$ cat config.mk
export PLATFORM = sky130hd
export DESIGN_NAME = ext_mem_access
export DESIGN_NICKNAME = d
export VERILOG_FILES = /design/src/core/ext_bus_pkg.sv /design/src/core/mc_phase.sv /design/src/core/axil_regs.sv /design/src/core/ext_mem_access.sv
export VERILOG_INCLUDE_DIRS = /design/src /design/src/core
export SDC_FILE = /design/constraint.sdc
export NUM_CORES = 1
export LEC_CHECK = 0
export ABC_AREA = 1
export BUFFER_PORTS_ARGS = -buffer_cell sky130_fd_sc_hd__buf_2
export CAP_MARGIN = 20
export CORE_MARGIN = 2
export CORE_UTILIZATION = 30
export CTS_CLUSTER_SIZE = 30
export DETAILED_ROUTE_END_ITERATION = 8
export GPL_TIMING_DRIVEN = 0
export HOLD_SLACK_MARGIN = 0.06
export PLACE_DENSITY = 0.65
export SLEW_MARGIN = 20
export SYNTH_ARGS = -nofsm -noshare
export SYNTH_HDL_FRONTEND = slang
export SYNTH_HIERARCHICAL = 1
export SYNTH_SLANG_ARGS = --single-unit
$ cat constraint.sdc
create_clock -name aclk -period 5.7 [get_ports aclk]
set_input_delay 0.285 -clock aclk [delete_from_list [all_inputs] [get_ports aclk]]
set_output_delay 0.285 -clock aclk [all_outputs]
set_load 0.05 [all_outputs]
$ cat src/core/ext_bus_map.svh
// Purpose: Offsets, field positions, reset values and counts for the
//          external memory access block.
// Assumes: Included by bare name from the core files.
// Notes:   Definitions only.
`ifndef EXT_BUS_MAP_SVH
`define EXT_BUS_MAP_SVH

// ==========================================================
// Register map (word index, byte address is index times 4)
`define TIMING_IDX 10'h08E
`define STATUS_IDX 10'h090
`define TIMING_RESET 8'h01
`define STRETCH_MSB 2
`define STRETCH_LSB 0
`define STAT_BUSY_BIT 0
`define STAT_MOVE_BIT 1
`define STAT_STR_LSB 4
`define RESP_OKAY 2'h0
`define RESP_SLVERR 2'h2

// ==========================================================
// Machine cycle and strobe timing in clocks
`define PHASE_ADDR 2'h0
`define PHASE_LAST 2'h3
`define S0_FIRST 6'h05
`define S0_LAST 6'h06
`define S0_WIDTH 6'h02
`define SX_FIRST 6'h04

`endif

$ cat src/core/ext_bus_pkg.sv
// Purpose: Types shared by the external memory access block.
// Assumes: Nothing beyond SystemVerilog.
// Notes:   Constants live in ext_bus_map.svh.
`default_nettype none

package ext_bus_pkg;
  // ==========================================================
  // Access sequencer states
  typedef enum logic [1:0] {
    ST_IDLE = 2'b00,
    ST_FETCH = 2'b01,
    ST_MOVE = 2'b10
  } access_state_type;
endpackage : ext_bus_pkg

`default_nettype wire

$ cat src/core/mc_phase.sv
// Purpose: Free running machine cycle phase counter, four clocks a cycle.
// Assumes: Single clock, synchronous active low reset.
// Notes:   Phase 0 is the address latch clock of every machine cycle.
`default_nettype none

module mc_phase (
  input wire logic aclk,
  input wire logic aresetn,
  output logic [1:0] phase
);
  import ext_bus_pkg::*;
  `include "ext_bus_map.svh"

  logic [1:0] next_phase; // Following phase

  // ==========================================================
  // Phase counter
  // Wraps naturally after phase 3
  always_comb begin
    next_phase = phase + 2'h1;
  end

  // Register phase
  always_ff @(posedge aclk) begin
    if (!aresetn) begin
      phase <= 2'h0;
    end else begin
      phase <= next_phase;
    end
  end

  // ==========================================================
  // Checks
  a_phase_wrap: assert property (
    @(posedge aclk) disable iff (!aresetn)
    phase == `PHASE_LAST |=> phase == `PHASE_ADDR ##3 phase == `PHASE_LAST)
    else $error("machine cycle is not four clocks");
endmodule : mc_phase

`default_nettype wire

$ cat src/core/axil_regs.sv
// Purpose: AXI4-Lite slave holding the memory timing control register.
// Assumes: One write and one read outstanding at most.
// Notes:   Unmapped addresses answer SLVERR and read as zero.
`default_nettype none

module axil_regs (
  input wire logic aclk,
  input wire logic aresetn,
  input wire logic [11:0] awaddr,
  input wire logic awvalid,
  output logic awready,
  input wire logic [31:0] wdata,
  input wire logic [3:0] wstrb,
  input wire logic wvalid,
  output logic wready,
  output logic [1:0] bresp,
  output logic bvalid,
  input wire logic bready,
  input wire logic [11:0] araddr,
  input wire logic arvalid,
  output logic arready,
  output logic [31:0] rdata,
  output logic [1:0] rresp,
  output logic rvalid,
  input wire logic rready,
  input wire logic [7:0] status_word,
  output logic [7:0] timing
);
  import ext_bus_pkg::*;
  `include "ext_bus_map.svh"

  logic aw_held, next_aw_held; // Address taken, waiting for data
  logic w_held, next_w_held; // Data taken, waiting for address
  logic [9:0] aw_idx, next_aw_idx; // Held write word index
  logic [7:0] w_byte, next_w_byte; // Held low data byte
  logic w_lane, next_w_lane; // Held strobe of byte 0
  logic commit; // Both halves present
  logic next_awready, next_wready, next_bvalid, next_arready, next_rvalid;
  logic [1:0] next_bresp, next_rresp;
  logic [31:0] next_rdata;
  logic [7:0] next_timing;

  // ==========================================================
  // Write and read channels
  always_comb begin
    next_aw_held = aw_held;
    next_w_held = w_held;
    next_aw_idx = aw_idx;
    next_w_byte = w_byte;
    next_w_lane = w_lane;
    next_bvalid = bvalid;
    next_bresp = bresp;
    next_timing = timing;
    next_rvalid = rvalid;
    next_rdata = rdata;
    next_rresp = rresp;
    commit = aw_held && w_held && !bvalid;
    // Response taken
    if (bvalid && bready) begin
      next_bvalid = 1'b0;
    end
    // Address and data are taken in either order
    if (awvalid && awready) begin
      next_aw_held = 1'b1;
      next_aw_idx = awaddr[11:2];
    end
    if (wvalid && wready) begin
      next_w_held = 1'b1;
      next_w_byte = wdata[7:0];
      next_w_lane = wstrb[0];
    end
    // Commit once both halves are held
    if (commit) begin
      next_aw_held = 1'b0;
      next_w_held = 1'b0;
      next_bvalid = 1'b1;
      next_bresp = `RESP_OKAY;
      if (aw_idx == `TIMING_IDX) begin
        if (w_lane) begin
          next_timing = w_byte;
        end
      end else if (aw_idx != `STATUS_IDX) begin
        next_bresp = `RESP_SLVERR;
      end
    end
    // Read side
    if (rvalid && rready) begin
      next_rvalid = 1'b0;
    end
    if (arvalid && arready) begin
      next_rvalid = 1'b1;
      next_rresp = `RESP_OKAY;
      next_rdata = 32'h0000_0000;
      if (araddr[11:2] == `TIMING_IDX) begin
        next_rdata[7:0] = timing;
      end else if (araddr[11:2] == `STATUS_IDX) begin
        next_rdata[7:0] = status_word;
      end else begin
        next_rresp = `RESP_SLVERR;
      end
    end
    next_awready = !next_aw_held && !next_bvalid;
    next_wready = !next_w_held && !next_bvalid;
    next_arready = !next_rvalid;
  end

  // Register channel state
  always_ff @(posedge aclk) begin
    if (!aresetn) begin
      aw_held <= 1'b0;
      w_held <= 1'b0;
      aw_idx <= 10'h000;
      w_byte <= 8'h00;
      w_lane <= 1'b0;
      awready <= 1'b0;
      wready <= 1'b0;
      bvalid <= 1'b0;
      bresp <= 2'h0;
      arready <= 1'b0;
      rvalid <= 1'b0;
      rdata <= 32'h0000_0000;
      rresp <= 2'h0;
      timing <= `TIMING_RESET;
    end else begin
      aw_held <= next_aw_held;
      w_held <= next_w_held;
      aw_idx <= next_aw_idx;
      w_byte <= next_w_byte;
      w_lane <= next_w_lane;
      awready <= next_awready;
      wready <= next_wready;
      bvalid <= next_bvalid;
      bresp <= next_bresp;
      arready <= next_arready;
      rvalid <= next_rvalid;
      rdata <= next_rdata;
      rresp <= next_rresp;
      timing <= next_timing;
    end
  end

  // ==========================================================
  // Checks
  a_timing_write: assert property (
    @(posedge aclk) disable iff (!aresetn)
    commit && aw_idx == `TIMING_IDX && w_lane
    |=> timing == $past(w_byte) && bvalid)
    else $error("timing register write lost");
endmodule : axil_regs

`default_nettype wire

$ cat src/core/ext_mem_access.sv
// Purpose: External program fetch and stretched data move sequencer
//          driving a multiplexed address/data port and high address port.
// Assumes: One clock; requests are levels held until their done pulse.
// Notes:   Pins are registered; pin state in a clock is decoded from the
//          sequencer position of that clock.
`default_nettype none

// Behaviour
// - Machine cycle is four clocks
// - All code is fetched from external memory
// - Low address muxed with data, high separate
// - Fetch timing fixed by clock only
// - Stretch selectable from 0 to 7
// - Stretch in timing register bits 2..0
// - Move lasts stretch plus two machine cycles
// - Stretch zero move takes two cycles
// - Stretch resets to one
// - New stretch applies to later moves
// - Stretch widens strobe and bus phases
// - Strobe 2 clocks, else four times stretch
// - Stretch never slows program fetch
// - One address latch pulse per machine cycle
module ext_mem_access (
  input wire logic aclk,
  input wire logic aresetn,
  // Register bus
  input wire logic [11:0] awaddr,
  input wire logic awvalid,
  output logic awready,
  input wire logic [31:0] wdata,
  input wire logic [3:0] wstrb,
  input wire logic wvalid,
  output logic wready,
  output logic [1:0] bresp,
  output logic bvalid,
  input wire logic bready,
  input wire logic [11:0] araddr,
  input wire logic arvalid,
  output logic arready,
  output logic [31:0] rdata,
  output logic [1:0] rresp,
  output logic rvalid,
  input wire logic rready,
  // Core side program fetch
  input wire logic code_req,
  input wire logic [15:0] code_addr,
  output logic code_done,
  output logic [7:0] code_data,
  // Core side external data move
  input wire logic data_req,
  input wire logic data_we,
  input wire logic [15:0] data_addr,
  input wire logic [7:0] data_wdata,
  output logic data_done,
  output logic [7:0] data_rdata,
  // External bus pins
  output logic ale,
  output logic psen_n,
  output logic rd_n,
  output logic wr_n,
  output logic [7:0] muxed_addr_data_port_out,
  output logic muxed_addr_data_port_oe,
  input wire logic [7:0] muxed_addr_data_port_in,
  output logic [7:0] upper_address_port
);
  import ext_bus_pkg::*;
  `include "ext_bus_map.svh"

  // ==========================================================
  // Declarations
  logic [1:0] phase; // Position inside machine cycle
  logic [1:0] next_phase; // Phase of the following clock
  logic [7:0] timing; // Memory timing control register
  logic [2:0] stretch; // Live stretch field
  logic [7:0] status_word; // Sequencer state for software
  access_state_type state, next_state; // Sequencer state
  logic [3:0] mc, next_mc; // Machine cycle inside access
  logic [15:0] addr, next_addr; // Latched access address
  logic we, next_we; // Latched write flag
  logic [7:0] wbyte, next_wbyte; // Latched write byte
  logic [2:0] mstretch, next_mstretch; // Stretch of current move
  logic [5:0] t; // Clock inside access
  logic [5:0] nt; // Clock inside access, next
  logic next_code_done, next_data_done;
  logic [7:0] next_code_data, next_data_rdata;
  logic next_ale, next_psen_n, next_rd_n, next_wr_n;
  logic [7:0] next_p0_out, next_p2;
  logic next_p0_oe;
  logic [5:0] strobe_len; // Helper: low clocks of strobe
  logic [5:0] move_len; // Helper: clocks spent in a move

  // ==========================================================
  // Timing helpers
  // First strobe clock of a move
  function automatic logic [5:0] strobe_first(input logic [2:0] s);
    strobe_first = (s == 3'h0) ? `S0_FIRST : `SX_FIRST;
  endfunction : strobe_first

  // Last strobe clock: 6 at zero, else 4*s+3
  function automatic logic [5:0] strobe_last(input logic [2:0] s);
    strobe_last = (s == 3'h0) ? `S0_LAST : {1'b0, s, 2'b11};
  endfunction : strobe_last

  // Last clock of a move: 4*(s+2)-1
  function automatic logic [5:0] move_last(input logic [2:0] s);
    move_last = {({1'b0, s} + 4'h1), 2'b11};
  endfunction : move_last

  // ==========================================================
  // Submodules
  // Machine cycle phase source
  mc_phase u_phase (
    .aclk(aclk),
    .aresetn(aresetn),
    .phase(phase)
  );

  // Register slave
  axil_regs u_regs (
    .aclk(aclk),
    .aresetn(aresetn),
    .awaddr(awaddr),
    .awvalid(awvalid),
    .awready(awready),
    .wdata(wdata),
    .wstrb(wstrb),
    .wvalid(wvalid),
    .wready(wready),
    .bresp(bresp),
    .bvalid(bvalid),
    .bready(bready),
    .araddr(araddr),
    .arvalid(arvalid),
    .arready(arready),
    .rdata(rdata),
    .rresp(rresp),
    .rvalid(rvalid),
    .rready(rready),
    .status_word(status_word),
    .timing(timing)
  );

  // Stretch field and status view
  assign stretch = timing[`STRETCH_MSB:`STRETCH_LSB];
  always_comb begin
    status_word = 8'h00;
    status_word[`STAT_BUSY_BIT] = (state != ST_IDLE);
    status_word[`STAT_MOVE_BIT] = (state == ST_MOVE);
    status_word[`STAT_STR_LSB +: 3] = mstretch;
  end

  // ==========================================================
  // Sequencer
  // Accepts work only at the end of a machine cycle
  always_comb begin
    next_state = state;
    next_mc = mc;
    next_addr = addr;
    next_we = we;
    next_wbyte = wbyte;
    next_mstretch = mstretch;
    next_code_done = 1'b0;
    next_data_done = 1'b0;
    next_code_data = code_data;
    next_data_rdata = data_rdata;
    t = {mc, phase};
    unique case (state)
      ST_IDLE: begin
        if (phase == `PHASE_LAST) begin
          // Fetch first; a move waits its turn
          if (code_req) begin
            next_state = ST_FETCH;
            next_addr = code_addr;
            next_mc = 4'h0;
          end else if (data_req) begin
            next_state = ST_MOVE;
            next_addr = data_addr;
            next_we = data_we;
            next_wbyte = data_wdata;
            next_mstretch = stretch;
            next_mc = 4'h0;
          end
        end
      end
      ST_FETCH: begin
        // One machine cycle, stretch never consulted
        if (phase == `PHASE_LAST) begin
          next_code_data = muxed_addr_data_port_in;
          next_code_done = 1'b1;
          next_state = ST_IDLE;
        end
      end
      ST_MOVE: begin
        // Advance machine cycle count
        if (phase == `PHASE_LAST) begin
          next_mc = mc + 4'h1;
        end
        // Sample read data on the last strobe clock
        if (!we && t == strobe_last(mstretch)) begin
          next_data_rdata = muxed_addr_data_port_in;
        end
        // Move ends after stretch plus two machine cycles
        if (t == move_last(mstretch)) begin
          next_data_done = 1'b1;
          next_state = ST_IDLE;
        end
      end
      default: begin
        // Illegal code recovers to idle
        next_state = ST_IDLE;
      end
    endcase
  end

  // Register sequencer state
  always_ff @(posedge aclk) begin
    if (!aresetn) begin
      state <= ST_IDLE;
      mc <= 4'h0;
      addr <= 16'h0000;
      we <= 1'b0;
      wbyte <= 8'h00;
      mstretch <= 3'h1;
      code_done <= 1'b0;
      data_done <= 1'b0;
      code_data <= 8'h00;
      data_rdata <= 8'h00;
    end else begin
      state <= next_state;
      mc <= next_mc;
      addr <= next_addr;
      we <= next_we;
      wbyte <= next_wbyte;
      mstretch <= next_mstretch;
      code_done <= next_code_done;
      data_done <= next_data_done;
      code_data <= next_code_data;
      data_rdata <= next_data_rdata;
    end
  end

  // ==========================================================
  // Pin decode
  // Decoded from the next position so pins line up with it
  always_comb begin
    next_phase = phase + 2'h1;
    nt = {next_mc, next_phase};
    next_ale = (next_phase == `PHASE_ADDR);
    next_psen_n = 1'b1;
    next_rd_n = 1'b1;
    next_wr_n = 1'b1;
    next_p0_out = next_addr[7:0];
    next_p0_oe = 1'b0;
    next_p2 = upper_address_port;
    unique case (next_state)
      ST_IDLE: begin
        // Bus released, high address held
        next_p0_oe = 1'b0;
      end
      ST_FETCH: begin
        // Address in clock 0, code strobe in clocks 1..3
        next_p2 = next_addr[15:8];
        next_p0_oe = (nt == 6'h00);
        next_psen_n = (nt == 6'h00);
      end
      ST_MOVE: begin
        // Address in clock 0, strobe spans stretched window
        next_p2 = next_addr[15:8];
        if (nt == 6'h00) begin
          next_p0_oe = 1'b1;
        end else if (nt >= strobe_first(next_mstretch) &&
                     nt <= strobe_last(next_mstretch)) begin
          next_rd_n = next_we;
          next_wr_n = !next_we;
          next_p0_out = next_wbyte;
          next_p0_oe = next_we;
        end else if (next_we && nt >= strobe_first(next_mstretch) &&
                     nt <= strobe_last(next_mstretch) + 6'h01) begin
          // Hold write data one clock past the strobe
          next_p0_out = next_wbyte;
          next_p0_oe = 1'b1;
        end
      end
      default: begin
        next_p0_oe = 1'b0;
      end
    endcase
  end

  // Register pins
  always_ff @(posedge aclk) begin
    if (!aresetn) begin
      ale <= 1'b1;
      psen_n <= 1'b1;
      rd_n <= 1'b1;
      wr_n <= 1'b1;
      muxed_addr_data_port_out <= 8'h00;
      muxed_addr_data_port_oe <= 1'b0;
      upper_address_port <= 8'h00;
    end else begin
      ale <= next_ale;
      psen_n <= next_psen_n;
      rd_n <= next_rd_n;
      wr_n <= next_wr_n;
      muxed_addr_data_port_out <= next_p0_out;
      muxed_addr_data_port_oe <= next_p0_oe;
      upper_address_port <= next_p2;
    end
  end

  // ==========================================================
  // Check helpers
  // Strobe low count and move length count
  always_ff @(posedge aclk) begin
    if (!aresetn) begin
      strobe_len <= 6'h00;
      move_len <= 6'h00;
    end else begin
      strobe_len <= (rd_n && wr_n) ? 6'h00 : strobe_len + 6'h01;
      move_len <= (state == ST_MOVE) ? move_len + 6'h01 : 6'h00;
    end
  end

  // ==========================================================
  // Checks
  a_ale_every_cycle: assert property (
    @(posedge aclk) disable iff (!aresetn)
    ale |=> !ale [*3] ##1 ale)
    else $error("latch pulse not once per machine cycle");

  a_strobe_width: assert property (
    @(posedge aclk) disable iff (!aresetn)
    $rose(rd_n && wr_n) |-> strobe_len ==
      ((mstretch == 3'h0) ? `S0_WIDTH : {1'b0, mstretch, 2'b00}))
    else $error("data strobe width wrong for stretch");

  a_move_length: assert property (
    @(posedge aclk) disable iff (!aresetn)
    data_done |-> move_len == {({1'b0, mstretch} + 4'h2), 2'b00})
    else $error("data move length wrong for stretch");

  a_fetch_fixed: assert property (
    @(posedge aclk) disable iff (!aresetn)
    $fell(psen_n) |-> $past(ale) ##0 !psen_n [*3] ##1 psen_n)
    else $error("program fetch strobe not three clocks");

  a_fetch_no_data: assert property (
    @(posedge aclk) disable iff (!aresetn)
    !psen_n |-> rd_n && wr_n && !muxed_addr_data_port_oe)
    else $error("data strobe during program fetch");

  a_write_drives: assert property (
    @(posedge aclk) disable iff (!aresetn)
    !wr_n |-> muxed_addr_data_port_oe &&
      muxed_addr_data_port_out == wbyte)
    else $error("write strobe without data on port");

  a_reset_stretch: assert property (
    @(posedge aclk)
    !aresetn |=> stretch == 3'h1)
    else $error("stretch not one after reset");

  a_move_fast: assert property (
    @(posedge aclk) disable iff (!aresetn)
    $rose(state == ST_MOVE) && mstretch == 3'h0 |-> ##8 data_done)
    else $error("stretch zero move not two cycles");
endmodule : ext_mem_access

`default_nettype wire

# After elaboration in Yosys (flattened, before gate mapping)
# Cells that the tools add are included.
dict set report totals {
  register_bits 121
  inputBits 118
  out_inout_bits 80
  wordCells 141
}
dict set report classes {
  n_addsub 4
  magnitude_cmp 3
  eq_ne 11
  muxes 54
  bitwise_logic 3
  n_reduce_logical 34
}
# op count
set ops {}
lappend ops {{$mux 8} 9}
lappend ops {{$mux 16} 4}
lappend ops {{$eq 10x8->1 const B} 3}
lappend ops {{$mux 1} 18}
lappend ops {{$mux 2} 9}
lappend ops {{$mux 4} 4}
lappend ops {{$logic_and 1x1->1} 13}
lappend ops {{$le 6x6->1} 2}
lappend ops {{$mux 3} 4}
lappend ops {{$mux 5} 2}
lappend ops {{$ne 10x8->1 const B} 1}
lappend ops {{$reduce_and 2->1} 5}
lappend ops {{$pmux 4 s2} 1}
lappend ops {{$logic_not 1->1} 7}
lappend ops {{$mux 7} 1}
lappend ops {{$add 5x1->6 const B} 1}
lappend ops {{$eq 2x2->1 const B} 3}
lappend ops {{$eq 6x5->1} 1}
lappend ops {{$eq 6x6->1} 1}
lappend ops {{$ge 6x3->1} 1}
lappend ops {{$logic_not 3->1} 2}
lappend ops {{$logic_not 6->1} 1}
lappend ops {{$pmux 2 s3} 1}
lappend ops {{$add 3x1->4 const B} 1}
lappend ops {{10 further kinds} 14}

# Logic depth before layout (Yosys ltp)
# Gate-level depths: netlist (run 1).
dict set report depth {
  depth_word 13
  depth_mapped 24
  ltp_nobuf 23
}

# Hierarchy
# Netlist (run 1), hierarchy kept.
# mod n_inst cells_per_inst area_each_um2 seq_area_each_um2
set by_module_without_submodules {}
lappend by_module_without_submodules {ext_mem_access 1 474 3542.1 1461.4}
lappend by_module_without_submodules {axil_regs 1 292 2095.8 880.8}
lappend by_module_without_submodules {mc_phase 1 8 62.6 40.0}

# Worst setup path after synthesis (run 1)
# No wires, ideal clock.
dict set report synth_timing {
  kind {flip-flop to flip-flop}
  start {reg u_phase.phase[0]}
  end {reg muxed_addr_data_port_out[1]}
  setup_ns 0.110
  arrival_time_ns 2.978
  t_required_ns 5.590
  slack_ns 2.612
  path_stages_with_launch 24
  path_buffers 1
  synth_period_minus_slack_ns 3.088
  cell_sequence {dfxtp_1 > ha_1 > inv_2 > nor2_8 > nand4_4 > buf_2 > nand2_1 > o21ai_0 > ha_1 > nand2_1 > nand2_1 > ha_1 > a21oi_1 > o21ai_0 > nand2_1 > nand2_1 > nand2_1 > nand2_1 > nand2_1 > inv_2 > nor2_8 > nand2_1 > nand2_1 > nor2_1}
}
dict set report synth_between {
  elab_chain_len 12
  elab_cells_between_ends 34
}
# item line
set synth_rtl {}
lappend synth_rtl {{from (decl)} mc_phase.sv:9} ;# output logic [1:0] phase
lappend synth_rtl {{from (signal assigned)} mc_phase.sv:28} ;# phase <= next_phase;
lappend synth_rtl {{$eq 2x2->1 (no line)} n/a}
lappend synth_rtl {{$mux 3} ext_mem_access.sv:169} ;# if (phase == `PHASE_LAST) begin
lappend synth_rtl {{$mux 3} ext_mem_access.sv:167} ;# unique case (state)
lappend synth_rtl {{$logic_not 3->1} {ext_mem_access.sv:96, ext_mem_access.sv:101}}
lappend synth_rtl {{$mux 5 / $mux 1 (equally long branches)} n/a}
lappend synth_rtl {{$add 5x1->6 / $ge 6x3->1 (equally long branches)} {ext_mem_access.sv:278, ext_mem_access.sv:271, ext_mem_access.sv:277}}
lappend synth_rtl {{$le 6x6->1 / $logic_and 1x1->1 (equally long branches)} {ext_mem_access.sv:278, ext_mem_access.sv:277}}
lappend synth_rtl {{$logic_and 1x1->1} ext_mem_access.sv:277} ;# end else if (next_we && nt >= strobe_first(next_mstretch) &&
lappend synth_rtl {{$mux 8} ext_mem_access.sv:277}
lappend synth_rtl {{$mux 8} ext_mem_access.sv:271} ;# end else if (nt >= strobe_first(next_mstretch) &&
lappend synth_rtl {{$mux 8} ext_mem_access.sv:269} ;# if (nt == 6'h00) begin
lappend synth_rtl {{$mux 8 (*)} ext_mem_access.sv:255} ;# unique case (next_state)
lappend synth_rtl {{to (signal assigned)} ext_mem_access.sv:305} ;# muxed_addr_data_port_out <= next_p0_out;
lappend synth_rtl {{to (decl)} ext_mem_access.sv:61} ;# output logic [7:0] muxed_addr_data_port_out,
# Mark *: on every way between the ends. The rest lies on a longest branch, timed or not.
# A chain may end at the register's enable or synchronous reset.

# Worst setup path after layout (run 1)
dict set report layout_timing {
  start {reg u_phase.phase[0]}
  end {reg muxed_addr_data_port_out[5]}
}
# The elaborated chain is that of the path after synthesis.

==> flow_summary.toml, run 1 <==
[clocking]
clk_latency_ps = 420
hold_buffers = 0
cts_sinks = 119
cts-root-buf = "clkbuf_16"
cts_buffers = 17
htree_num_levels = 4
clockBufferDepth = 2
clkTransAtPathRegs_ps = 50
post_cts_buffers = 0
cts_tree = "yes"
cts_resized = 0

[die]
io_pins = 198
die_w_um = 142
dieArea_um2 = 20100
core_um2 = 18700
rows = 50
die_y_um = 142
start_util_pct = 30.5

[critical_path]
start_kind = "register"
path_common_cell = "nand2_1"
path_class = "register to register"
path_max_fanout = 10
cp_num_buf_inv = 3
crit_arrival_ps = 4040
path_cells = "ha_1, inv_2, nor2_8, nand4_4, buf_2, nand2_1, o21ai_0, ha_1, nand2_1, nand2_1, ha_1, a21oi_1, o21ai_0, nand2_1, nand2_1, nand2_1, nand2_1, nand2_1, inv_2, nor2_8, nand2_1, nand2_1, nor2_1"
critPathMaxStageDelay_ps = 520
end_kind = "register"
required_ps = 6010
crit_family = "simple AND/OR/NAND/NOR gates"
cpMaxStageDelayCell = "dfxtp_1"

[placement]
dp_hpwl_mm = 10.8
place_ws_ps = 1970
port_buffers = 140
placed_cells = 1175
gp_congestion = 0.855

[global_routing]
grt_overflow = 0
grt_pass1_vias = 4892
grt_pass1_wl_mm = 23.0
antenna_found_initial = 4
grt_max_degree = 17
grt_usage_pct = 14.4

[sta]
final-hold-violation-count = 0
drv_slew = 0
rsz0062_at_grt = "false"
holdWs_ps = 102
tightest_slew_ps = 637
period_share_pct = 65.4
finalSetupViolCount = 0
clock.fmax_mhz = 268
slew_headroom_pct = 57.5
worst_slack_ps = 1970
setup_tns_ps = 0
worst_clock_skew_ps = 8.62
finalCriticalPeriod_ps = 3730

[layout]
seq_area_um2 = 2380
finalNetCount = 1097
fill_cells = 1955
multi_input_comb_area_um2 = 2760
drive_above_1_share_pct = 26.0
final_util_pct = 39.9
syn_to_final_growth_pct = 30.9
stdcell_count = 1209

[logic_synthesis]
ys_ff_latch = 119
synth_edf_count = 0
ys_seq_area_share_pct = 41.8
syn_area_per_cell_um2 = 7.36
synth_area_um2 = 5700
synth_cells = 774
synth-main-ff-cell = "dfxtp_1"
yosys_warnings = 6
synthArstFlopShare_pct = 0
synth_cell_types = 40

[detailed_routing]
wl_per_cell_um = 11.6
via_per_inst = 4.24
num_vias = 5129
drt-total-wl_mm = 14.1
ant_nets = 0
dr.first_iter.drc_count = 255
drt-pass1-iter-count = 4
drc = 0

[run]
cap_violations = 0

[power]
powerDensity_nw_per_um2 = 313
p_leak_nw = 3.90
peakVddDrop_mv = 0.210

[min_path]
hp-class = "input port to register"

[outcome]
outcome = "finished clean"
## kinds of logic after synthesis
kind of cell | share of synthesized area (%)
simple gates | 30.0
buf+inv | 11.5
flops | 41.8
compound gates | 10.0
fa+ha+maj | 4.17
mux | 1.40
xor+xnor | 0.922
other cells | 0.132
## layer usage
| metal | up-vias | part of all wire, % | track usage [%] |
|---|---|---|---|
| li1 | 2770 | - | - |
| met1 | 2215 | 46 | 17.2 |
| met2 | 123 | 45 | 23.5 |
| met3 | 19 | 7.4 | 5.37 |
| met4 | 2 | 1.6 | 5.32 |
| met5 | - | 0.12 | 0 |
## path summary, 6_finish.rpt
kind,start,end,slack [ps],cells past startpoint
max,u_phase/phase[0],muxed_addr_data_port_out[5],1970,23
max reg2reg,u_phase/phase[0],muxed_addr_data_port_out[5],1970,23
min reg2reg,code_data[1],code_data[1],460,2
min,wdata[4],u_regs/w_byte[4],100,3
## synthesized netlist by cell type, types with 13 or more instances
cell     number  area [µm²]
a21oi_1      43         215
buf_4        27         203
dfxtp_1     119        2380
ha_1         19         238
inv_1        82         308
inv_2        13        48.8
nand2_1     156         586
nand3_1      34         170
nand4_1      13        81.3
nor2_1      125         469
o21ai_0      23         115
o21ai_1      23         115
## worst register-to-register path, stage by stage, from the launching register on
cell and delay, ps:
dfxtp_1 520, ha_1 330, inv_2 120, nor2_8 130, nand4_4 180, buf_2 300, nand2_1 100, o21ai_0 150
ha_1 220, nand2_1 180, nand2_1 80, ha_1 290, a21oi_1 150, o21ai_0 100, nand2_1 70, nand2_1 40
nand2_1 50, nand2_1 60, nand2_1 110, inv_2 70, nor2_8 160, nand2_1 70, nand2_1 50, nor2_1 60
## where the power goes
part	leakage [nW]	switching (mW)	internal [mW]
registers	0.967	0.0182	0.865
logic	2.61	0.190	0.0843
clock network	0.324	0.370	0.809
total	3.90	0.578	1.76
## state kept, by name, summed over array words and instances, names as in the netlist, 2 cells and up
signal / cells
addr: 16
u_regs/aw_idx: 10
code_data: 8
data_rdata: 8
muxed_addr_data_port_out: 8
u_regs/rdata: 8
u_regs/timing: 8
u_regs/w_byte: 8
upper_address_port: 8
wbyte: 8
mc: 4
mstretch: 3
state: 2
u_phase/phase: 2
## per-stage QoR
stage	power, mW	instance area [µm²]
6_report	2.34	7460
5_1_grt	2.43	7460
4_1_cts	2.36	7450
3_5_place_dp	1.17	6800
3_3_place_gp	1.17	6800
2_1_floorplan	1.10	5800
## final cells by class
cell class                      instances  share of cell area (%)
Tap cell                              234                    3.92
Inverter                               96                    4.86
Antenna cell                            3                   0.101
Clock buffer                           24                    6.99
Sequential cell                       119                    31.9
Multi-Input combinational cell        539                    37.0
Timing Repair Buffer                  140                    9.39
Buffer                                 47                    3.92
Clock inverter                          7                    1.84
## placed cells by master, fill, tap and decap left out, types with 2 or more instances in the layout
master	n
buf_4	27
xnor2_1	2
a22o_1	7
nand3_2	3
nor2_2	4
o21ai_1	23
nand3_1	34
clkbuf_16	17
nand2_2	6
clkbuf_8	7
nor2_4	6
inv_1	82
nand2_1	156
inv_2	13
buf_1	3
nand3b_4	2
nor3_1	4
diode_2	3
a21oi_1	43
xor2_1	4
buf_2	146
or2_1	10
clkbuf_1	10
bufinv_16	4
clkinv_2	2
o21ai_0	23
ha_1	19
o21bai_1	2
nor2_8	2
or2_2	6
nor2_1	125
dfxtp_1	119
conb_1	29
mux2i_1	8
nand4_1	13
No activity file was read; power rests on OpenSTA's default activity.
==> run 2: changes to the inputs <==
--- a/config.mk
+++ b/config.mk
@@ -15,7 +15,7 @@
 export DETAILED_ROUTE_END_ITERATION = 8
 export GPL_TIMING_DRIVEN = 0
 export HOLD_SLACK_MARGIN = 0.06
-export PLACE_DENSITY = 0.65
+export PLACE_DENSITY = 0.66
 export SLEW_MARGIN = 20
 export SYNTH_ARGS = -nofsm -noshare
 export SYNTH_HDL_FRONTEND = slang
==> constraint.sdc (replaced) <==
create_clock -name aclk -period 3 [get_ports aclk]
set_input_delay 0.15 -clock aclk [delete_from_list [all_inputs] [get_ports aclk]]
set_output_delay 0.15 -clock aclk [all_outputs]
set_load 0.05 [all_outputs]
==> run 2 against run 1 <==
Against the previous run: non-clock buffer count grew 52; critical path depth shrank 3; combinational power grew 110%; clock skew shrank 3.3 ps; clock-buffer cell count shrank 4; largest power group unchanged.
==> flow_summary.toml, run 2 (synthesized netlist as in run 1, its figures left out) <==
[critical_path]
startpoint = "u_phase/phase[1]"
path_class = "register to register"
critPathMaxStageDelay_ps = 370
regToRegSetupSlack_ps = 150
end_kind = "register"
path_max_fanout = 5
crit_arrival_ps = 3160
start_kind = "register"
path_cells = "ha_4, inv_4, nor2_8, nand4_4, o21ai_4, inv_2, ha_4, xor2_1, ha_1, nand2_2, o21bai_1, nand3_1, nand2_1, nand2_2, nand2_4, inv_6, nor2_8, nand2_1, nand2_1, nor2_1"
path_common_cell = "nand2_1"
required_ps = 3310
cpMaxStageDelayCell = "dfxtp_4"
rr_startpoint = "u_phase/phase[1]"

[sta]
finalCriticalPeriod_ps = 2850
final-hold-violation-count = 0
clock.fmax_mhz = 351
rsz0062_at_grt = "true"
setup_tns_ps = 0
period_share_pct = 95.0
slew_headroom_pct = 61.6
drv_slew = 0
tightest_slew_ps = 576
finalSetupViolCount = 0
worst_clock_skew_ps = 5.34

[clocking]
cts-root-buf = "clkbuf_16"
clkTransAtPathRegs_ps = 60
clockBufferDepth = 2
cts_buffers = 17
htree_num_levels = 4
cts_tree = "yes"
cts_sinks = 119
clk_latency_ps = 420

[global_routing]
grt_usage_pct = 14.6
grt_max_degree = 17
grt_pass1_vias = 4895
grt_overflow = 0
grt_pass1_wl_mm = 23.2
antenna_found_initial = 3

[layout]
largest_reg_flops = 16
drive_above_1_share_pct = 28.9
syn_to_final_growth_pct = 42.8
stdcell_count = 1262
regMostFlops = "addr"
layout_common_cells = "nand2_1 (145), buf_2 (145), nor2_1 (123)"
final_area_um2 = 8140
finalNetCount = 1150
top_regs = "addr x16, u_regs/aw_idx x10"

[power]
powerDensity_nw_per_um2 = 546
p_leak_nw = 4.12
peakVddDrop_mv = 0.329

[detailed_routing]
ant_nets = 0
drt-pass1-iter-count = 4
num_vias = 5356
drc = 0
drt-total-wl_mm = 14.6
dr.first_iter.drc_count = 238
via_per_inst = 4.24
wl_per_cell_um = 11.6

[run]
cap_violations = 0

[placement]
port_buffers = 140
dp_hpwl_mm = 10.7
placed_cells = 1175
gp_congestion = 0.846
post_dp_cell_area_um2 = 6800

[die]
io_pins = 198
die_y_um = 142
rows = 50
dieArea_um2 = 20100
die_w_um = 142
core_um2 = 18700
start_util_pct = 30.5

[outcome]
outcome = "finished clean"

[min_path]
hp-class = "input port to register"
hold_start = "aresetn"
run 2: power by group:
part | internal (mW) | switching, mW | total, mW
Combinational | 0.209 | 0.376 | 0.585
Clock | 1.45 | 0.735 | 2.19
Sequential | 1.64 | 0.0325 | 1.67
Total | 3.30 | 1.14 | 4.44
run 2: critical path: cells and delay by family (launching register included):
family	cells	cell delay, ps
AO/OA/AOI/OAI	2	370
XOR/XNOR	1	150
adder cells (fa/ha/maj)	3	620
buffers and inverters	3	190
flip-flops	1	370
AND/OR/NAND/NOR	11	1050
run 2: what timing repair did:
item,in CTS,in global routing
pin swaps,2,8
gates resized for setup,16,33
hold buffers,41,0
endpoints found under the hold margin,50,0
cloned,1,0
setup buffers,5,7
setup endpoints to repair,11,16
run 2: routing by layer:
layer	part of all wire (%)	GRT usage [%]
met3	7.2	5.97
met1	45	17.5
met5	0.12	0
met2	46	23.9
met4	1.1	4.84
run 2: final timing paths:
check                                 to  cells after the start
max          muxed_addr_data_port_out[6]                     20
min                     u_phase/phase[0]                      3
max reg2reg  muxed_addr_data_port_out[6]                     20
min reg2reg             u_regs/aw_idx[6]                      2
run 2: through the flow:
stage	setup slack, ps	hold WS [ps]	power [mW]	util, %
2_1_floorplan	32.7	250	2.08	-
3_3_place_gp	-524	384	2.23	36.3
3_5_place_dp	-522	392	2.23	36.3
4_1_cts	34.5	87.3	4.47	42.5
5_1_grt	-61.3	107	4.62	43.5
6_report	149	87.5	4.44	43.5
run 2: area by class of cell:
class | count | area [µm²]
Clock inverter | 12 | 174
Inverter | 96 | 370
Fill cell | 1793 | 10600
Sequential cell | 119 | 2390
Timing Repair Buffer | 193 | 1210
Antenna cell | 2 | 5.00
Tap cell | 234 | 293
Buffer | 46 | 304
Multi-Input combinational cell | 540 | 2930
Clock buffer | 20 | 467
